File: config.mk
export PLATFORM = sky130hd
export DESIGN_NAME = tcas_top
export DESIGN_NICKNAME = d
export VERILOG_FILES = /design/src/core/tcas_pkg.sv /design/src/core/tcas_crc_if.sv /design/src/core/tcas_top.sv /design/src/core/tcas_sync.sv /design/src/core/tcas_crc.sv
export SDC_FILE = /design/constraint.sdc
export NUM_CORES = 1
export LEC_CHECK = 0
export ABC_CLOCK_PERIOD_IN_PS = 6950
export BUFFER_PORTS_ARGS = -buffer_cell sky130_fd_sc_hd__buf_4
export CAP_MARGIN = 10
export CORE_MARGIN = 2
export CORE_UTILIZATION = 35
export CTS_BUF_LIST = sky130_fd_sc_hd__clkbuf_8
export CTS_CLUSTER_SIZE = 30
export DETAILED_ROUTE_END_ITERATION = 7
export GPL_ROUTABILITY_DRIVEN = 0
export GPL_TIMING_DRIVEN = 0
export PLACE_DENSITY = 0.49
export SLEW_MARGIN = 40
export SYNTH_ARGS = -nofsm -noshare
export SYNTH_HDL_FRONTEND = slang
export SYNTH_SLANG_ARGS = --single-unit
File: constraint.sdc
create_clock -name hclk -period 6.95 [get_ports hclk]
set_clock_uncertainty 0.15 [all_clocks]
set_input_delay 1.0425 -clock hclk [delete_from_list [all_inputs] [get_ports hclk]]
set_output_delay 1.0425 -clock hclk [all_outputs]
set_load 0.02 [all_outputs]
File: src/core/tcas_pkg.sv
// constants and types shared by the tag command block
package tcas_pkg;
	// reader commands and their fixed argument bytes
	localparam logic [7:0] COUNTER_READ_CMD = 8'h39;
	localparam logic [7:0] PASSWORD_CHECK_CMD = 8'h1b;
	localparam logic [7:0] SIGNATURE_FETCH_CMD = 8'h3c;
	localparam logic [7:0] COUNTER_ARG = 8'h02;
	localparam logic [7:0] SIGNATURE_ARG = 8'h00;
	// request lengths in bytes, trailing crc included
	localparam logic [3:0] LEN_SHORT_REQ = 4'h4;
	localparam logic [3:0] LEN_PWD_REQ = 4'h7;
	// 4-bit negative acknowledge code
	localparam logic [3:0] NAK_CODE = 4'h0;
	// response lengths in bytes, trailing crc included; the nak is one 4-bit code without crc
	localparam logic [5:0] LEN_CNT_RSP = 6'h05;
	localparam logic [5:0] LEN_ACK_RSP = 6'h04;
	localparam logic [5:0] LEN_SIG_RSP = 6'h22;
	localparam logic [5:0] LEN_NAK_RSP = 6'h01;
	// crc of the contactless frames, lsb first
	localparam logic [15:0] CRC_INIT = 16'h6363;
	localparam logic [15:0] CRC_POLY = 16'h8408;
	// least frame delay: n=9 gives 9*128+84 carrier periods
	localparam int FDT_N = 9;
	localparam int FDT_CARRIER = FDT_N * 128 + 84;
	localparam int CARRIER_KHZ = 13560;
	localparam int CLK_KHZ = 40000;
	localparam int FDT_CYC = (FDT_CARRIER * CLK_KHZ + CARRIER_KHZ - 1) / CARRIER_KHZ;
	// register byte offsets
	localparam logic [7:0] OFS_CONFIG = 8'h00;
	localparam logic [7:0] OFS_PASSWORD = 8'h04;
	localparam logic [7:0] OFS_ACK_VALUE = 8'h08;
	localparam logic [7:0] OFS_COUNTER = 8'h0c;
	localparam logic [7:0] OFS_STATUS = 8'h10;
	localparam logic [7:0] OFS_PAGE_CHECK = 8'h14;
	// config fields
	localparam int CFG_GUARD_BIT = 0;
	localparam int CFG_LEVEL_BIT = 1;
	localparam int CFG_LIMIT_LSB = 2;
	localparam int CFG_START_LSB = 8;
	localparam int PAGE_WRITE_BIT = 8;
	// reset values, counter maximum and enum types
	localparam logic [31:0] PASSWORD_RST = 32'hffffffff;
	localparam logic [15:0] ACK_VALUE_RST = 16'h0000;
	localparam logic [7:0] START_PAGE_RST = 8'hff;
	localparam logic [23:0] COUNTER_MAX = 24'hffffff;
	typedef enum logic [1:0] {ST_RX = 2'b00, ST_WAIT = 2'b01, ST_TX = 2'b10} tcas_state_e;
	typedef enum logic [1:0] {K_NAK = 2'b00, K_CNT = 2'b01, K_ACK = 2'b10, K_SIG = 2'b11} tcas_kind_e;
endpackage : tcas_pkg

File: src/core/tcas_crc_if.sv
// byte stream into a crc engine and its running value
`timescale 1ns/1ps
interface tcas_crc_if;
	logic init;
	logic en;
	logic [7:0] data;
	logic [15:0] crc;
	modport src (output init, output en, output data, input crc);
	modport eng (input init, input en, input data, output crc);
endinterface : tcas_crc_if

File: src/core/tcas_top.sv
// counter read, password check and signature fetch command handling
//
// Our own choices: register access over AHB-Lite and the address map.
`timescale 1ns/1ps
module tcas_top import tcas_pkg::*; #(
	parameter logic [255:0] SIG_VALUE = {8{32'h5a5aa5a5}} // arbitrary value
) (
	// clock and reset
	input wire logic hclk,
	input wire logic hresetn,
	// ahb-lite slave
	input wire logic hsel,
	input wire logic [31:0] haddr,
	input wire logic [1:0] htrans,
	input wire logic hwrite,
	input wire logic [2:0] hsize,
	input wire logic [31:0] hwdata,
	input wire logic hready,
	output logic [31:0] hrdata,
	output logic hreadyout,
	output logic hresp,
	// contactless link
	input wire logic link_clk,
	input wire logic link_rx_data,
	input wire logic link_rx_frame,
	output logic link_tx_data,
	output logic link_tx_frame
);
	tcas_crc_if rx_crc ();
	tcas_crc_if tx_crc ();
	tcas_crc u_rx_crc (.hclk(hclk), .hresetn(hresetn), .bus(rx_crc));
	tcas_crc u_tx_crc (.hclk(hclk), .hresetn(hresetn), .bus(tx_crc));

	logic [2:0] lvl;
	tcas_sync #(.W(3)) u_sync (.clk(hclk), .rst_n(hresetn),
		.pin({link_clk, link_rx_frame, link_rx_data}), .level(lvl));

	tcas_state_e st_q;
	tcas_kind_e kind_q;
	tcas_kind_e kind_d;
	logic clk_prev_q;
	logic frm_prev_q;
	logic rise;
	logic frm_fall;
	logic [2:0] rx_bit_q;
	logic [7:0] rx_sh_q;
	logic [3:0] rx_cnt_q;
	logic [7:0] rx_buf_q [7];
	logic decide;
	logic crc_ok;
	logic good_cnt;
	logic good_sig;
	logic good_pwd;
	logic pwd_match;
	logic locked;
	logic fail_step;
	logic [15:0] wait_q;
	logic [5:0] tx_len_q;
	logic [5:0] tx_idx_q;
	logic [2:0] tx_bit_q;
	logic tx_fin_q;
	logic [7:0] tx_byte;
	logic [2:0] last_bit;
	logic tx_q;
	logic tx_frm_q;
	// configuration and state
	logic cnt_guard_q;
	logic protect_level_q;
	logic [2:0] fail_limit_q;
	logic [7:0] start_page_q;
	logic [31:0] pwd_q;
	logic [15:0] ack_value_q;
	logic [23:0] cnt_q;
	logic auth_q;
	logic [2:0] fail_q;
	logic [8:0] page_req_q;
	logic page_ok;
	// bus
	logic wr_pend_q;
	logic [7:0] waddr_q;
	logic [31:0] rdata_q;
	logic [31:0] rdata_d;

	assign rise = lvl[2] & ~clk_prev_q;
	assign frm_fall = frm_prev_q & ~lvl[1];
	assign decide = (st_q == ST_RX) && frm_fall && (rx_cnt_q != 4'h0);
	assign crc_ok = (rx_crc.crc == 16'h0000);

	// receive: bits lsb first on link clock rises
	assign rx_crc.init = (st_q == ST_RX) && lvl[1] && !frm_prev_q;
	assign rx_crc.en = (st_q == ST_RX) && rise && lvl[1] && (rx_bit_q == 3'd7);
	assign rx_crc.data = {lvl[0], rx_sh_q[7:1]};

	always_ff @(posedge hclk or negedge hresetn) begin
		if (!hresetn) begin
			clk_prev_q <= 1'b0;
			frm_prev_q <= 1'b0;
		end else begin
			clk_prev_q <= lvl[2];
			frm_prev_q <= lvl[1];
		end
	end

	always_ff @(posedge hclk or negedge hresetn) begin
		if (!hresetn) begin
			rx_bit_q <= 3'd0;
			rx_sh_q <= 8'h00;
			rx_cnt_q <= 4'h0;
			for (int i = 0; i < 7; i++) rx_buf_q[i] <= 8'h00;
		end else if (rx_crc.init) begin
			rx_bit_q <= 3'd0;
			rx_cnt_q <= 4'h0;
		end else if (rx_crc.en) begin
			rx_bit_q <= 3'd0;
			if (rx_cnt_q < 4'h7) rx_buf_q[rx_cnt_q[2:0]] <= rx_crc.data;
			if (rx_cnt_q != 4'hf) rx_cnt_q <= rx_cnt_q + 4'h1;
		end else if ((st_q == ST_RX) && rise && lvl[1]) begin
			rx_sh_q <= {lvl[0], rx_sh_q[7:1]};
			rx_bit_q <= rx_bit_q + 3'd1;
		end
	end

	// decoding of the finished request
	assign good_cnt = crc_ok && (rx_cnt_q == LEN_SHORT_REQ) && (rx_buf_q[0] == COUNTER_READ_CMD)
		&& (rx_buf_q[1] == COUNTER_ARG);
	assign good_sig = crc_ok && (rx_cnt_q == LEN_SHORT_REQ) && (rx_buf_q[0] == SIGNATURE_FETCH_CMD)
		&& (rx_buf_q[1] == SIGNATURE_ARG);
	assign good_pwd = crc_ok && (rx_cnt_q == LEN_PWD_REQ) && (rx_buf_q[0] == PASSWORD_CHECK_CMD);
	assign pwd_match = ({rx_buf_q[4], rx_buf_q[3], rx_buf_q[2], rx_buf_q[1]} == pwd_q);
	assign locked = (fail_limit_q != 3'd0) && (fail_q >= fail_limit_q);
	assign fail_step = decide && good_pwd && !pwd_match && (fail_limit_q != 3'd0)
		&& (fail_q < fail_limit_q);

	always_comb begin
		kind_d = K_NAK;
		if (good_cnt) begin
			kind_d = (cnt_guard_q && !auth_q) ? K_NAK : K_CNT;
		end else if (good_sig) begin
			kind_d = K_SIG;
		end else if (good_pwd && pwd_match && !locked) begin
			kind_d = K_ACK;
		end
	end

	// session state: only field loss (reset) ends an authentication
	always_ff @(posedge hclk or negedge hresetn) begin
		if (!hresetn) begin
			auth_q <= 1'b0;
		end else if (decide && good_pwd && pwd_match && !locked) begin
			auth_q <= 1'b1;
		end
	end

	// failed attempts committed before the reply goes out
	always_ff @(posedge hclk or negedge hresetn) begin
		if (!hresetn) begin
			fail_q <= 3'd0;
		end else if (fail_step) begin
			fail_q <= fail_q + 3'd1;
		end
	end

	// sequencing: receive, hold off the frame delay, send
	always_ff @(posedge hclk or negedge hresetn) begin
		if (!hresetn) begin
			st_q <= ST_RX;
			kind_q <= K_NAK;
			wait_q <= 16'h0000;
			tx_len_q <= 6'h00;
		end else begin
			unique case (st_q)
				ST_RX: begin
					if (decide) begin
						st_q <= ST_WAIT;
						kind_q <= kind_d;
						wait_q <= 16'h0000;
						unique case (kind_d)
							K_NAK: tx_len_q <= LEN_NAK_RSP;
							K_CNT: tx_len_q <= LEN_CNT_RSP;
							K_ACK: tx_len_q <= LEN_ACK_RSP;
							K_SIG: tx_len_q <= LEN_SIG_RSP;
						endcase
					end
				end
				ST_WAIT: begin
					if (wait_q < 16'(FDT_CYC)) begin
						wait_q <= wait_q + 16'h0001;
					end else begin
						st_q <= ST_TX;
					end
				end
				ST_TX: begin
					if (rise && tx_fin_q) st_q <= ST_RX;
				end
				default: st_q <= ST_RX;
			endcase
		end
	end

	// reply byte: payload lsb first, then crc low and high
	always_comb begin
		tx_byte = 8'h00;
		if (kind_q == K_NAK) begin
			tx_byte = {4'h0, NAK_CODE};
		end else if (tx_idx_q == tx_len_q - 6'd2) begin
			tx_byte = tx_crc.crc[7:0];
		end else if (tx_idx_q == tx_len_q - 6'd1) begin
			tx_byte = tx_crc.crc[15:8];
		end else begin
			unique case (kind_q)
				K_CNT: tx_byte = 8'(cnt_q >> {tx_idx_q, 3'b000});
				K_ACK: tx_byte = 8'(ack_value_q >> {tx_idx_q, 3'b000});
				K_SIG: tx_byte = 8'(SIG_VALUE >> {tx_idx_q, 3'b000});
				default: tx_byte = 8'h00;
			endcase
		end
	end
	assign last_bit = (kind_q == K_NAK) ? 3'd3 : 3'd7;
	assign tx_crc.init = decide;
	assign tx_crc.en = (st_q == ST_TX) && rise && !tx_fin_q && (tx_bit_q == 3'd7)
		&& (tx_idx_q < tx_len_q - 6'd2);
	assign tx_crc.data = tx_byte;

	always_ff @(posedge hclk or negedge hresetn) begin
		if (!hresetn) begin
			tx_idx_q <= 6'h00;
			tx_bit_q <= 3'd0;
			tx_fin_q <= 1'b0;
			tx_q <= 1'b0;
			tx_frm_q <= 1'b0;
		end else if (st_q != ST_TX) begin
			tx_idx_q <= 6'h00;
			tx_bit_q <= 3'd0;
			tx_fin_q <= 1'b0;
		end else if (rise) begin
			if (tx_fin_q) begin
				tx_frm_q <= 1'b0;
				tx_q <= 1'b0;
			end else begin
				tx_frm_q <= 1'b1;
				tx_q <= tx_byte[tx_bit_q];
				tx_bit_q <= (tx_bit_q == last_bit) ? 3'd0 : tx_bit_q + 3'd1;
				if (tx_bit_q == last_bit) begin
					tx_idx_q <= tx_idx_q + 6'd1;
					tx_fin_q <= (tx_idx_q == tx_len_q - 6'd1);
				end
			end
		end
	end
	assign link_tx_data = tx_q;
	assign link_tx_frame = tx_frm_q;

	// page access check for the memory side
	always_comb begin
		page_ok = 1'b1;
		if ((page_req_q[7:0] >= start_page_q) && (page_req_q[PAGE_WRITE_BIT] || protect_level_q)) begin
			page_ok = auth_q && !locked;
		end
	end

	// ahb-lite: zero wait, always okay; read data captured in the address phase
	always_comb begin
		rdata_d = 32'h00000000;
		unique case (haddr[7:0])
			OFS_CONFIG: rdata_d = {16'h0000, start_page_q, 3'b000, fail_limit_q, protect_level_q, cnt_guard_q};
			OFS_ACK_VALUE: rdata_d = {16'h0000, ack_value_q};
			OFS_COUNTER: rdata_d = {8'h00, cnt_q};
			OFS_STATUS: rdata_d = {24'h000000, st_q, 1'b0, fail_q, locked, auth_q};
			OFS_PAGE_CHECK: rdata_d = {22'h0, page_req_q, page_ok};
			default: rdata_d = 32'h00000000;
		endcase
	end

	always_ff @(posedge hclk or negedge hresetn) begin
		if (!hresetn) begin
			wr_pend_q <= 1'b0;
			waddr_q <= 8'h00;
			rdata_q <= 32'h00000000;
		end else if (hready) begin
			wr_pend_q <= hsel && htrans[1] && hwrite;
			waddr_q <= haddr[7:0];
			if (hsel && htrans[1] && !hwrite) rdata_q <= rdata_d;
		end
	end

	// password never reads back; counter write only steps it forward
	always_ff @(posedge hclk or negedge hresetn) begin
		if (!hresetn) begin
			cnt_guard_q <= 1'b0;
			protect_level_q <= 1'b0;
			fail_limit_q <= 3'd0;
			start_page_q <= START_PAGE_RST;
			pwd_q <= PASSWORD_RST;
			ack_value_q <= ACK_VALUE_RST;
			cnt_q <= 24'h000000;
			page_req_q <= 9'h000;
		end else if (wr_pend_q) begin
			unique case (waddr_q)
				OFS_CONFIG: begin
					cnt_guard_q <= hwdata[CFG_GUARD_BIT];
					protect_level_q <= hwdata[CFG_LEVEL_BIT];
					fail_limit_q <= hwdata[CFG_LIMIT_LSB +: 3];
					start_page_q <= hwdata[CFG_START_LSB +: 8];
				end
				OFS_PASSWORD: pwd_q <= hwdata;
				OFS_ACK_VALUE: ack_value_q <= hwdata[15:0];
				OFS_COUNTER: if (cnt_q != COUNTER_MAX) cnt_q <= cnt_q + 24'h000001;
				OFS_PAGE_CHECK: page_req_q <= hwdata[8:0];
				default: ;
			endcase
		end
	end
	assign hrdata = rdata_q;
	assign hreadyout = 1'b1;
	assign hresp = 1'b0;

	// checks
	logic [15:0] gap_q;
	always_ff @(posedge hclk or negedge hresetn) begin
		if (!hresetn) gap_q <= 16'h0000;
		else if (decide) gap_q <= 16'h0000;
		else if (gap_q != 16'hffff) gap_q <= gap_q + 16'h0001;
	end
endmodule : tcas_top

File: src/core/tcas_sync.sv
// three-stage synchroniser, a change counts once stages two and three agree
`timescale 1ns/1ps
module tcas_sync import tcas_pkg::*; #(
	parameter int W = 3
) (
	// clock and reset
	input wire logic clk,
	input wire logic rst_n,
	// pins and filtered levels
	input wire logic [W-1:0] pin,
	output logic [W-1:0] level
);
	logic [W-1:0] s1_q;
	logic [W-1:0] s2_q;
	logic [W-1:0] s3_q;
	logic [W-1:0] lvl_q;

	always_ff @(posedge clk or negedge rst_n) begin
		if (!rst_n) begin
			s1_q <= '0;
			s2_q <= '0;
			s3_q <= '0;
			lvl_q <= '0;
		end else begin
			s1_q <= pin;
			s2_q <= s1_q;
			s3_q <= s2_q;
			lvl_q <= (s2_q & ~(s2_q ^ s3_q)) | (lvl_q & (s2_q ^ s3_q));
		end
	end
	assign level = lvl_q;
endmodule : tcas_sync

File: src/core/tcas_crc.sv
// bytewise crc engine for link frames
`timescale 1ns/1ps
module tcas_crc import tcas_pkg::*; (
	// clock and reset
	input wire logic hclk,
	input wire logic hresetn,
	// byte stream
	tcas_crc_if.eng bus
);
	logic [15:0] crc_q;
	logic [15:0] crc_d;

	always_comb begin
		crc_d = crc_q ^ {8'h00, bus.data};
		for (int i = 0; i < 8; i++) begin
			crc_d = crc_d[0] ? ((crc_d >> 1) ^ CRC_POLY) : (crc_d >> 1);
		end
	end

	always_ff @(posedge hclk or negedge hresetn) begin
		if (!hresetn) begin
			crc_q <= CRC_INIT;
		end else if (bus.init) begin
			crc_q <= CRC_INIT;
		end else if (bus.en) begin
			crc_q <= crc_d;
		end
	end
	assign bus.crc = crc_q;
endmodule : tcas_crc

# Word-level counts from Yosys, hierarchy flattened

Index checks and enable logic that the tools add are counted.

Logic and storage cells: 265
Output and inout port bits: 36
Input bits: 77
Bits in registers: 294

Magnitude comparators: 9
Bitwise gates (word level): 31
Mux-type cells: 64
Add/sub/neg operators: 9
Reduce and logical (&&, ||, !) cells: 73
Equal/unequal tests: 36
Shifts and indexed selects: 3

Operator list:

| operator                                                               | count |
|---|---|
| 16-bit two-way mux                                                     | 22 |
| 255-bit by 9-bit >> shifter with 8-bit output (first input constant)   | 1 |
| 24-bit case mux with 5 select lines                                    | 1 |
| 56-bit bitwise mux                                                     | 1 |
| 2-bit inverter with 3-bit output                                       | 16 |
| 1-bit logical AND                                                      | 35 |
| 32-bit equality test                                                   | 1 |
| 8-bit by 4-bit equality test with 1-bit output (second input constant) | 4 |
| 8-bit by 5-bit equality test with 1-bit output (second input constant) | 4 |
| 8-bit two-way mux                                                      | 4 |
| 16-bit case mux with 2 select lines                                    | 1 |
| 16-bit by 8-bit XOR with 16-bit output                                 | 2 |
| 24-bit by 1-bit adder with 24-bit output (second input constant)       | 1 |
| 8-bit demux with 3-bit select                                          | 1 |
| 8-bit zero test                                                        | 3 |
| 3-bit two-way mux                                                      | 8 |
| 6-bit two-way mux                                                      | 4 |
| 24-bit != test (second input constant)                                 | 1 |
| 6-bit case mux with 4 select lines                                     | 1 |
| 8-bit case mux with 3 select lines                                     | 1 |
| 24-bit by 9-bit >> shifter with 8-bit output                           | 1 |
| 2-bit AND reduction                                                    | 9 |
| 3-bit AND reduction                                                    | 6 |
| 16-bit by 1-bit adder with 16-bit output (second input constant)       | 1 |
| 46 further kinds                                                       | 96 |

# Depth between registers and ports, before layout

Gate-level depths: netlist (run 1).

Word-level depth: 24
Mapped depth: 13
Mapped depth without buffers: 13

# Hierarchy

Synthesis (run 1) repeated with hierarchy kept, for this count alone.

Cell total of the unflattened synthesis: 1,188
Area total of the unflattened synthesis: 13,693.1 um^2

Modules (own cells, without submodules):

| module    | times used | sequential area each (um^2) | area each (um^2) | cells each |
|---|---|---|---|---|
| tcas_top  | 1          | 5,605.4                     | 11,332.1         | 1,015 |
| tcas_crc  | 2          | 410.4                       | 1,013.5          | 79 |
| tcas_sync | 1          | 300.3                       | 334.1            | 15 |

# Worst setup path after synthesis (run 1)

Ideal clock, no wire load.

Path kind: register to register
Start: register tx_idx_q[0]
End: register u_tx_crc.crc_q[10], in the netlist u_tx_crc.bus.crc[10]
Arrival time: 3.051 ns
Cell stages (with the launch flop): 13
Path buffers: 2
Period minus slack after synthesis: 3.333 ns
Data required time: 6.669 ns
Slack: 3.617 ns
Library setup time: 0.131 ns
Cells stage by stage: dfrtp_1 > clkbuf_1 > inv_1 > ha_1 > or4_4 > a21o_1 > buf_6 > a31oi_1 > mux2_1 > a22oi_2 > xor2_2 > xor2_1 > o21ai_1

Cells in the longest elaborated chain, start to end: 17
Elaborated cells between the ends (all ways): 25
Those cells by class: order compare (1); eq/ne (2); shift (3); mux (14); bitwise (3); reduce/logical (2)

RTL lines:

| what                                                                             | RTL line        | RTL |
|---|---|---|
| start, declared                                                                  | tcas_top.sv:59  | `logic [5:0] tx_idx_q;` |
| start signal, assigned                                                           | tcas_top.sv:244 | `tx_idx_q <= tx_idx_q + 6'd1;` |
| 255-bit by 9-bit >> shifter with 8-bit output, or another cell as far along      | tcas_top.sv:213 | `K_SIG: tx_byte = 8'(SIG_VALUE >> {tx_idx_q, 3'b000});` |
| 8-bit case mux with 3 select lines                                               | tcas_top.sv:210 | `unique case (kind_q)` |
| 8-bit two-way mux                                                                | tcas_top.sv:207 | `end else if (tx_idx_q == tx_len_q - 6'd1) begin` |
| 8-bit two-way mux                                                                | tcas_top.sv:205 | `end else if (tx_idx_q == tx_len_q - 6'd2) begin` |
| 8-bit two-way mux                                                                | tcas_top.sv:203 | `if (kind_q == K_NAK) begin` |
| 16-bit by 8-bit XOR with 16-bit output                                           | tcas_crc.sv:14  | `crc_d = crc_q ^ {8'h00, bus.data};` |
| 16-bit two-way mux (3 in a row)                                                  | tcas_crc.sv:16  | `crc_d = crc_d[0] ? ((crc_d >> 1) ^ CRC_POLY) : (crc_d >> 1);` |
| 16-bit two-way mux or 2-bit inverter with 3-bit output (tied branches)           | n/a             |  |
| 16-bit two-way mux (3 in a row)                                                  | tcas_crc.sv:16  |  |
| 2-bit inverter with 3-bit output (no line) or 16-bit two-way mux (tied branches) | n/a             |  |
| 16-bit two-way mux                                                               | tcas_crc.sv:16  |  |
| 16-bit two-way mux                                                               | tcas_crc.sv:25  | `end else if (bus.en) begin` |
| 16-bit two-way mux                                                               | tcas_crc.sv:23  | `end else if (bus.init) begin` |
| end signal, assigned                                                             | tcas_crc.sv:26  | `crc_q <= crc_d;` |
| end, declared                                                                    | tcas_crc.sv:10  | `logic [15:0] crc_q;` |

Several ways; a longest one is shown, not always the timed one. The select of a mux whose other input is x is not followed.
A chain may end at the register's enable or synchronous reset.

# Worst setup path in the final report (run 1)

Same ends and word-level chain as after synthesis.

==> results of run 1 <==
metrics by stage:
| step | instance area [um^2] | hold slack (ns) |
|---|---|---|
| after floorplan | 13320 | 0.1812 |
| after global placement | 14510 | 0.1851 |
| after detailed placement | 14640 | 0.1847 |
| after CTS | 15600 | 0.1984 |
| after global routing | 15610 | 0.2021 |
| final | 15610 | 0.1964 |
state kept, by name, summed over array words and instances (netlist names), 4 cells and up, named ones only:
| signal | count |
|---|---|
| ack_value_q | 16 |
| cnt_q | 24 |
| hrdata | 24 |
| page_req_q | 9 |
| pwd_q | 32 |
| rx_buf_q | 40 |
| rx_cnt_q | 4 |
| rx_sh_q | 7 |
| start_page_q | 8 |
| tx_idx_q | 6 |
| u_rx_crc.bus.crc | 16 |
| u_tx_crc.bus.crc | 16 |
| waddr_q | 8 |
| wait_q | 16 |
layout by cell type (no fill, tap or decap), types with 16 or more instances in the layout:
| master | synthesis | routed |
|---|---|---|
| a21o_1 | 16 | 16 |
| a21oi_1 | 43 | 43 |
| buf_4 | 11 | 84 |
| clkbuf_1 | 34 | 34 |
| clkbuf_8 | 0 | 62 |
| dfrtp_1 | 210 | 210 |
| dfstp_2 | 56 | 56 |
| ha_1 | 35 | 35 |
| inv_1 | 36 | 54 |
| mux2_1 | 17 | 17 |
| mux2_2 | 101 | 101 |
| nand2_1 | 98 | 98 |
| nand3_1 | 31 | 31 |
| nand4_1 | 17 | 17 |
| nor2_1 | 62 | 60 |
| nor3_1 | 21 | 21 |
| o21ai_0 | 57 | 57 |
| xnor2_1 | 53 | 53 |
| xor2_1 | 60 | 60 |
power breakdown:
part           internal (uW)  switching [uW]
logic                    150             174
registers               1620             100
clock network            796             670
area by class of cell:
| cell class | instances | area, um^2 |
|---|---|---|
| Sequential cell | 266 | 6726 |
| Inverter | 38 | 142.6 |
| Multi-Input combinational cell | 838 | 6227 |
| Buffer | 54 | 267.8 |
| Clock inverter | 24 | 106.4 |
| Tap cell | 511 | 639.4 |
| Fill cell | 3686 | 21880 |
| Timing Repair Buffer | 77 | 645.6 |
| Clock buffer | 62 | 853.3 |
logic make-up (layout without fill, tap and decap cells):
logic type               Yosys count  count (layout)  share of synthesized area, %
AO/OA/AOI/OAI                    220             220                         11.60
XOR/XNOR                         117             117                         7.939
adder cells (fa/ha/maj)           38              38                         3.522
buffers and inverters             92             255                         3.089
flip-flops                       266             266                         50.63
multiplexers                     130             130                         10.93
other                              2              10                       0.05652
AND/OR/NAND/NOR                  323             323                         12.23
per-layer routing:
| layer | GRT usage (%) | vias up | routed length [um] | part of all wire (%) |
|---|---|---|---|---|
| met5 | 0 | - | 0 | 0 |
| met4 | 5.169 | 0 | 708 | 2.1 |
| met3 | 3.238 | 57 | 1519 | 4.4 |
| met2 | 28.63 | 182 | 15730 | 46 |
| met1 | 24.96 | 4653 | 16450 | 48 |
| li1 | - | 4519 | - | - |
worst max path at each step:
stage,from,end,slack (ns),depth (start not counted)
after floorplan,tx_idx_q[0],u_tx_crc.bus.crc[10],3.62,12
after global placement,hresetn,rx_buf_q[26],2.24,1
after detailed placement,tx_idx_q[0],u_tx_crc.bus.crc[10],3.13,12
after CTS,tx_idx_q[0],u_tx_crc.bus.crc[10],3.13,12
after global routing,tx_idx_q[0],u_tx_crc.bus.crc[10],2.97,12
final,tx_idx_q[0],u_tx_crc.bus.crc[10],3.11,12
==> metrics, run 1 <==
status=finished, final reports clean; Netlist Area Pre-Place=roughly 13000 um^2; CORE AREA=37490 um^2; final WL=roughly 34 mm; Die X=198.8 um; layout cells sized above 1=26.20%; Power Density=around 220 nW/um^2; cell depth of the worst flop-to-flop path=12; reg2reg end=u_tx_crc.bus.crc[10]; setup TNS=0 ns; dpl cells=1784; clock net sink count=around 270; most common library cells after synthesis=dfrtp_1, mux2_2, nand2_1; drt wl/cell=about 18 um; Worst Hold Path EP=u_sync.s2_q[1]; Tcrit/Tclk final=55.32%; Rel. slew slack=44.47%; dominant cells by area after synthesis=dfrtp_1, dfstp_2, mux2_2, xor2_1, xnor2_1; CP endpoint kind=register; count of pins over their slew limit=0; DRT iter0 DRCs=about 450; Ys Warns=0; CP startpoint kind=register; WP buf/inv=3; Synth area leader=dfrtp_1; max cap viols=0; register area share after synthesis=just over 50%; Final Non-Filler Cells=around 1.9k; Boundary Pins=113; Rows=a little over 70; starting density of the core=35.44%; Hold Crit Start=u_sync.s1_q[1]; RSZ-0062 raised after global routing=no; cts hold-fix bufs=0; FF+latch count, synth=266; Layout Nets=~1.4k; Initial DRT Pass Iterations=7; WP data arrival=4.14 ns; CP max-delay cell=or4_4; Final min period=just under 4 ns; Final WS setup=3.106 ns; residual DRC count=0; Via density=between 5 and 6; CP required=7.24 ns; Post-DP HPWL=roughly 25 mm; Least-Margin Pin Slew=approximately 0.83 ns; initial antenna violation count=0; total power=around 3500 uW; Crit path max-delay family=buffers and inverters; vias in the first global route=~9.8k; post-CTS sizing=0; CTS clk-pin slew, worst paths=roughly 0.070 ns; FF-to-FF setup slack=~3.1 ns; Pleak=around 0.0072 uW; Netlist cell types=83; GRT Residual Overflow=0; H-tree depth=2; global-route wire length before repair=roughly 55 mm; Hold Path Depth=0; worst setup path category=reg2reg; reg2reg start=tx_idx_q[0]; Post-CTS Setup Inserts=0; setup violators final=0; largest net degree at the start of global routing=73; max incr delay on CP=roughly 0.57 ns; cell with the most instances after synthesis=dfrtp_1; Fin. Hold Viols=0; total track usage=between 15 and 20%; Detail Route Antenna Nets=0; Avg Cell Area, Syn=approximately 11 um^2; die area=between 30000 and 40000 um^2; vias=9411; Clk Tree Root Cell=clkbuf_8; Min-Delay Path Class=reg2reg; CTS tree=yes; crit-path max FO=10; I/O Buffers=74; Post-Syn Instances=~1.2k; DP Worst Slack=roughly 3.1 ns; clk buf depth=3; P&R area growth vs syn=17.48%; share of flip-flops with an asynchronous set or reset=100.0%; CTS Buf Count=46; Synth top area share=a little under 40%; cells along the critical path=clkbuf_1 -> inv_1 -> ha_1 -> or4_4 -> a21o_1 -> buf_6 -> a31oi_1 -> mux2_1 -> a22oi_2 -> xor2_2 -> xor2_1 -> o21ai_1; Worst VDD drop=between 0.15 and 0.2 mV; Max Clk Rate=260.1 MHz; most common flop cell mapped by yosys=dfrtp_1; Core Util, Final=around two fifths; Die H=roughly 200 um; number of synthesized flops with an enable pin=0; clock latency on the worst-skew pair=0.60 ns; antenna cells=0
Power figures use the tool's default switching activity.
==> run 2: changes to the inputs <==
Settings changed: ABC_CLOCK_PERIOD_IN_PS 6950 to 3600.
Clock period 6.95 ns to 3.6 ns, I/O delays scaled along.
==> run 2 against run 1 <==
Wire length about the same. Clock-buffer cell count unchanged. Cell area up 1.0%. Via count up 0.82%. Die area unchanged. Worst hold slack worse by 0.15 ns. Setup slack worse by 3.0 ns. First-iteration DRC count down 7.4%. Combinational power up 97%. Sequential share of layout area down 0.43 points. Critical path type unchanged. Largest cell class unchanged. Highest routed layer unchanged.
==> metrics, run 2 (synthesized netlist as in run 1, its figures left out) <==
commonest non-fill, non-tap cell in the layout=dfrtp_1; CORE AREA=37490 um^2 (unchanged); I/O Buffers=74 (unchanged); CP startpoint kind=register; CP max-delay cell=or4_4; CTS clk-pin slew, worst paths=0.07 ns (about the same); largest net degree at the start of global routing=73 (unchanged); Hold Path Depth=2 (+2); CP endpoint kind=register; largest registers=rx_buf_q x40, pwd_q x32; clock net sink count=266 (unchanged); Die H=198.8 um (unchanged); DRT iter0 DRCs=415 (-7.4%); die area=39540 um^2 (unchanged); CTS tree=yes; Initial DRT Pass Iterations=5 (-2); clock latency on the worst-skew pair=0.59 ns (about the same); setup violators final=0 (unchanged); global-route wire length before repair=55.25 mm (+0.31%); H-tree depth=2 (unchanged); Clk Tree Root Cell=clkbuf_8; Least-Margin Pin Slew=0.8185 ns (-0.01135 ns); Min-Delay Path Class=in2reg; Tcrit/Tclk final=96.02% (+41 points); final WL=34.40 mm (about the same); layout cells sized above 1=26.13% (-0.068 points); Die X=198.8 um (unchanged); Boundary Pins=113 (unchanged); cell depth of the worst flop-to-flop path=12 (unchanged); Detail Route Antenna Nets=0 (unchanged); CP required=3.89 ns (-3.35 ns); drt wl/cell=18.25 um (-0.82%); GRT Residual Overflow=0 (unchanged); cells along the critical path=clkbuf_4 -> inv_1 -> ha_1 -> or4_4 -> a21o_1 -> buf_6 -> a31oi_2 -> mux2_1 -> a22oi_2 -> xor2_2 -> xor2_1 -> o21ai_1; antenna cells=0 (unchanged); Largest register FFs=40 (unchanged); initial antenna violation count=0 (unchanged); Top reg by flops=rx_buf_q; Worst VDD drop=0.2988 mV (+93%); commonest cells after routing, fill and taps aside=dfrtp_1, mux2_2, nand2_1; Layout Nets=1448 (+1.0%); crit-path max FO=10 (unchanged); Final WS setup=0.1432 ns (-2.962 ns); P&R area growth vs syn=18.66%; FF-to-FF setup slack=0.14 ns (-2.96 ns); clk buf depth=3 (unchanged); DP Worst Slack=-0.2216 ns (-3.350 ns); filler instances=3678 (-0.22%); max cap viols=0 (unchanged); fin area=15770 um^2 (+1.0%); count of pins over their slew limit=0 (unchanged); vias in the first global route=9827 (+0.66%); CTS Buf Count=46 (unchanged); status=finished, final reports clean; Rel. slew slack=45.23% (+0.76 points); starting density of the core=35.44% (unchanged); Post-DP Area=14640 um^2 (unchanged); Post-DP HPWL=24.83 mm (unchanged); worst setup path category=reg2reg; Via density=5.033 (about the same); total track usage=18.00% (+0.051 points); dpl cells=1784 (unchanged); Fin. Hold Viols=0 (unchanged); Max Clk Rate=289.3 MHz (+11%); Power Density=430.5 nW/um^2 (+91%); Rows=71 (unchanged); Final min period=3.457 ns (-0.3877 ns); max incr delay on CP=0.57 ns (about the same); WP data arrival=3.75 ns (-0.39 ns); vias=9488 (+0.82%); Pleak=0.007298 uW (+0.95%); residual DRC count=0 (unchanged); Final Non-Filler Cells=1885 (+0.80%)
-- run 2: cell count changes in the layout (fill, tap and decap cells not counted) --
cell           previous run  this run
a31oi_2                   0         1
clkbuf_4                  0         1
dlygate4sd3_1             0        14
clkbuf_1                 34        33
a31oi_1                   6         5
buf_4                    84        85
-- run 2: final cells by class --
cell class | instances | area, um^2 | area share (%)
multi-input cells | 838 | 6233 | 39.54
inverters | 38 | 142.6 | 0.9047
clock buffers | 62 | 853.3 | 5.412
well taps | 511 | 639.4 | 4.055
plain buffers | 54 | 271.5 | 1.722
flip-flops and latches | 266 | 6726 | 42.66
clock inverters | 24 | 106.4 | 0.6745
repair buffers | 92 | 793.3 | 5.031
-- run 2: timing repair --
item,4_1_cts,5_1_grt
hold buffers,14,0
endpoints found under the setup margin,10,6
pin swaps,0,1
setup buffers,0,1
endpoints found under the hold margin,61,0
gates resized for setup,1,3
-- run 2: final timing paths --
kind                                 from                   end
setup / recovery              tx_idx_q[0]  u_tx_crc.bus.crc[10]
hold / removal                 hwdata[21]             pwd_q[21]
setup reg to reg              tx_idx_q[0]  u_tx_crc.bus.crc[10]
hold reg to reg            u_sync.s1_q[1]        u_sync.s2_q[1]
max in group asynchronous         hresetn             pwd_q[16]
min in group asynchronous         hresetn          link_tx_data
-- run 2: critical path: cells and delay by family (launching register included) --
family / cells / cell delay (ns)
flip-flops: 1 / 0.41
XOR/XNOR: 2 / 0.42
AO/OA/AOI/OAI: 4 / 0.61
AND/OR/NAND/NOR: 1 / 0.57
adder cells (fa/ha/maj): 1 / 0.29
buffers and inverters: 3 / 0.50
multiplexers: 1 / 0.35
-- run 2: through the flow --
step                   TNS [ns]  utilization (%)  total power [uW]  hold WS, ns
floorplan                     0                -              3678      0.09441
global placement        -118.42            38.71              3987       0.1851
detailed placement      -0.8312            39.05              4008       0.1847
CTS                           0            41.99              6912    0.0007944
global route        -0.00007905            42.06              7114      0.02539
finish                        0            42.06              6788      0.04363
-- run 2: routing by layer --
layer | track usage, % | up-vias | share of wire, %
met5 | 0 | - | 0
met4 | 5.169 | 0 | 2.2
met3 | 3.238 | 65 | 4.4
met2 | 28.81 | 182 | 46
met1 | 24.96 | 4685 | 48
li1 | - | 4556 | -
-- run 2: power breakdown --
part | internal, uW | switching (uW)
combinational | 300 | 337
sequential | 3130 | 193
clock | 1540 | 1290
total | 4970 | 1820
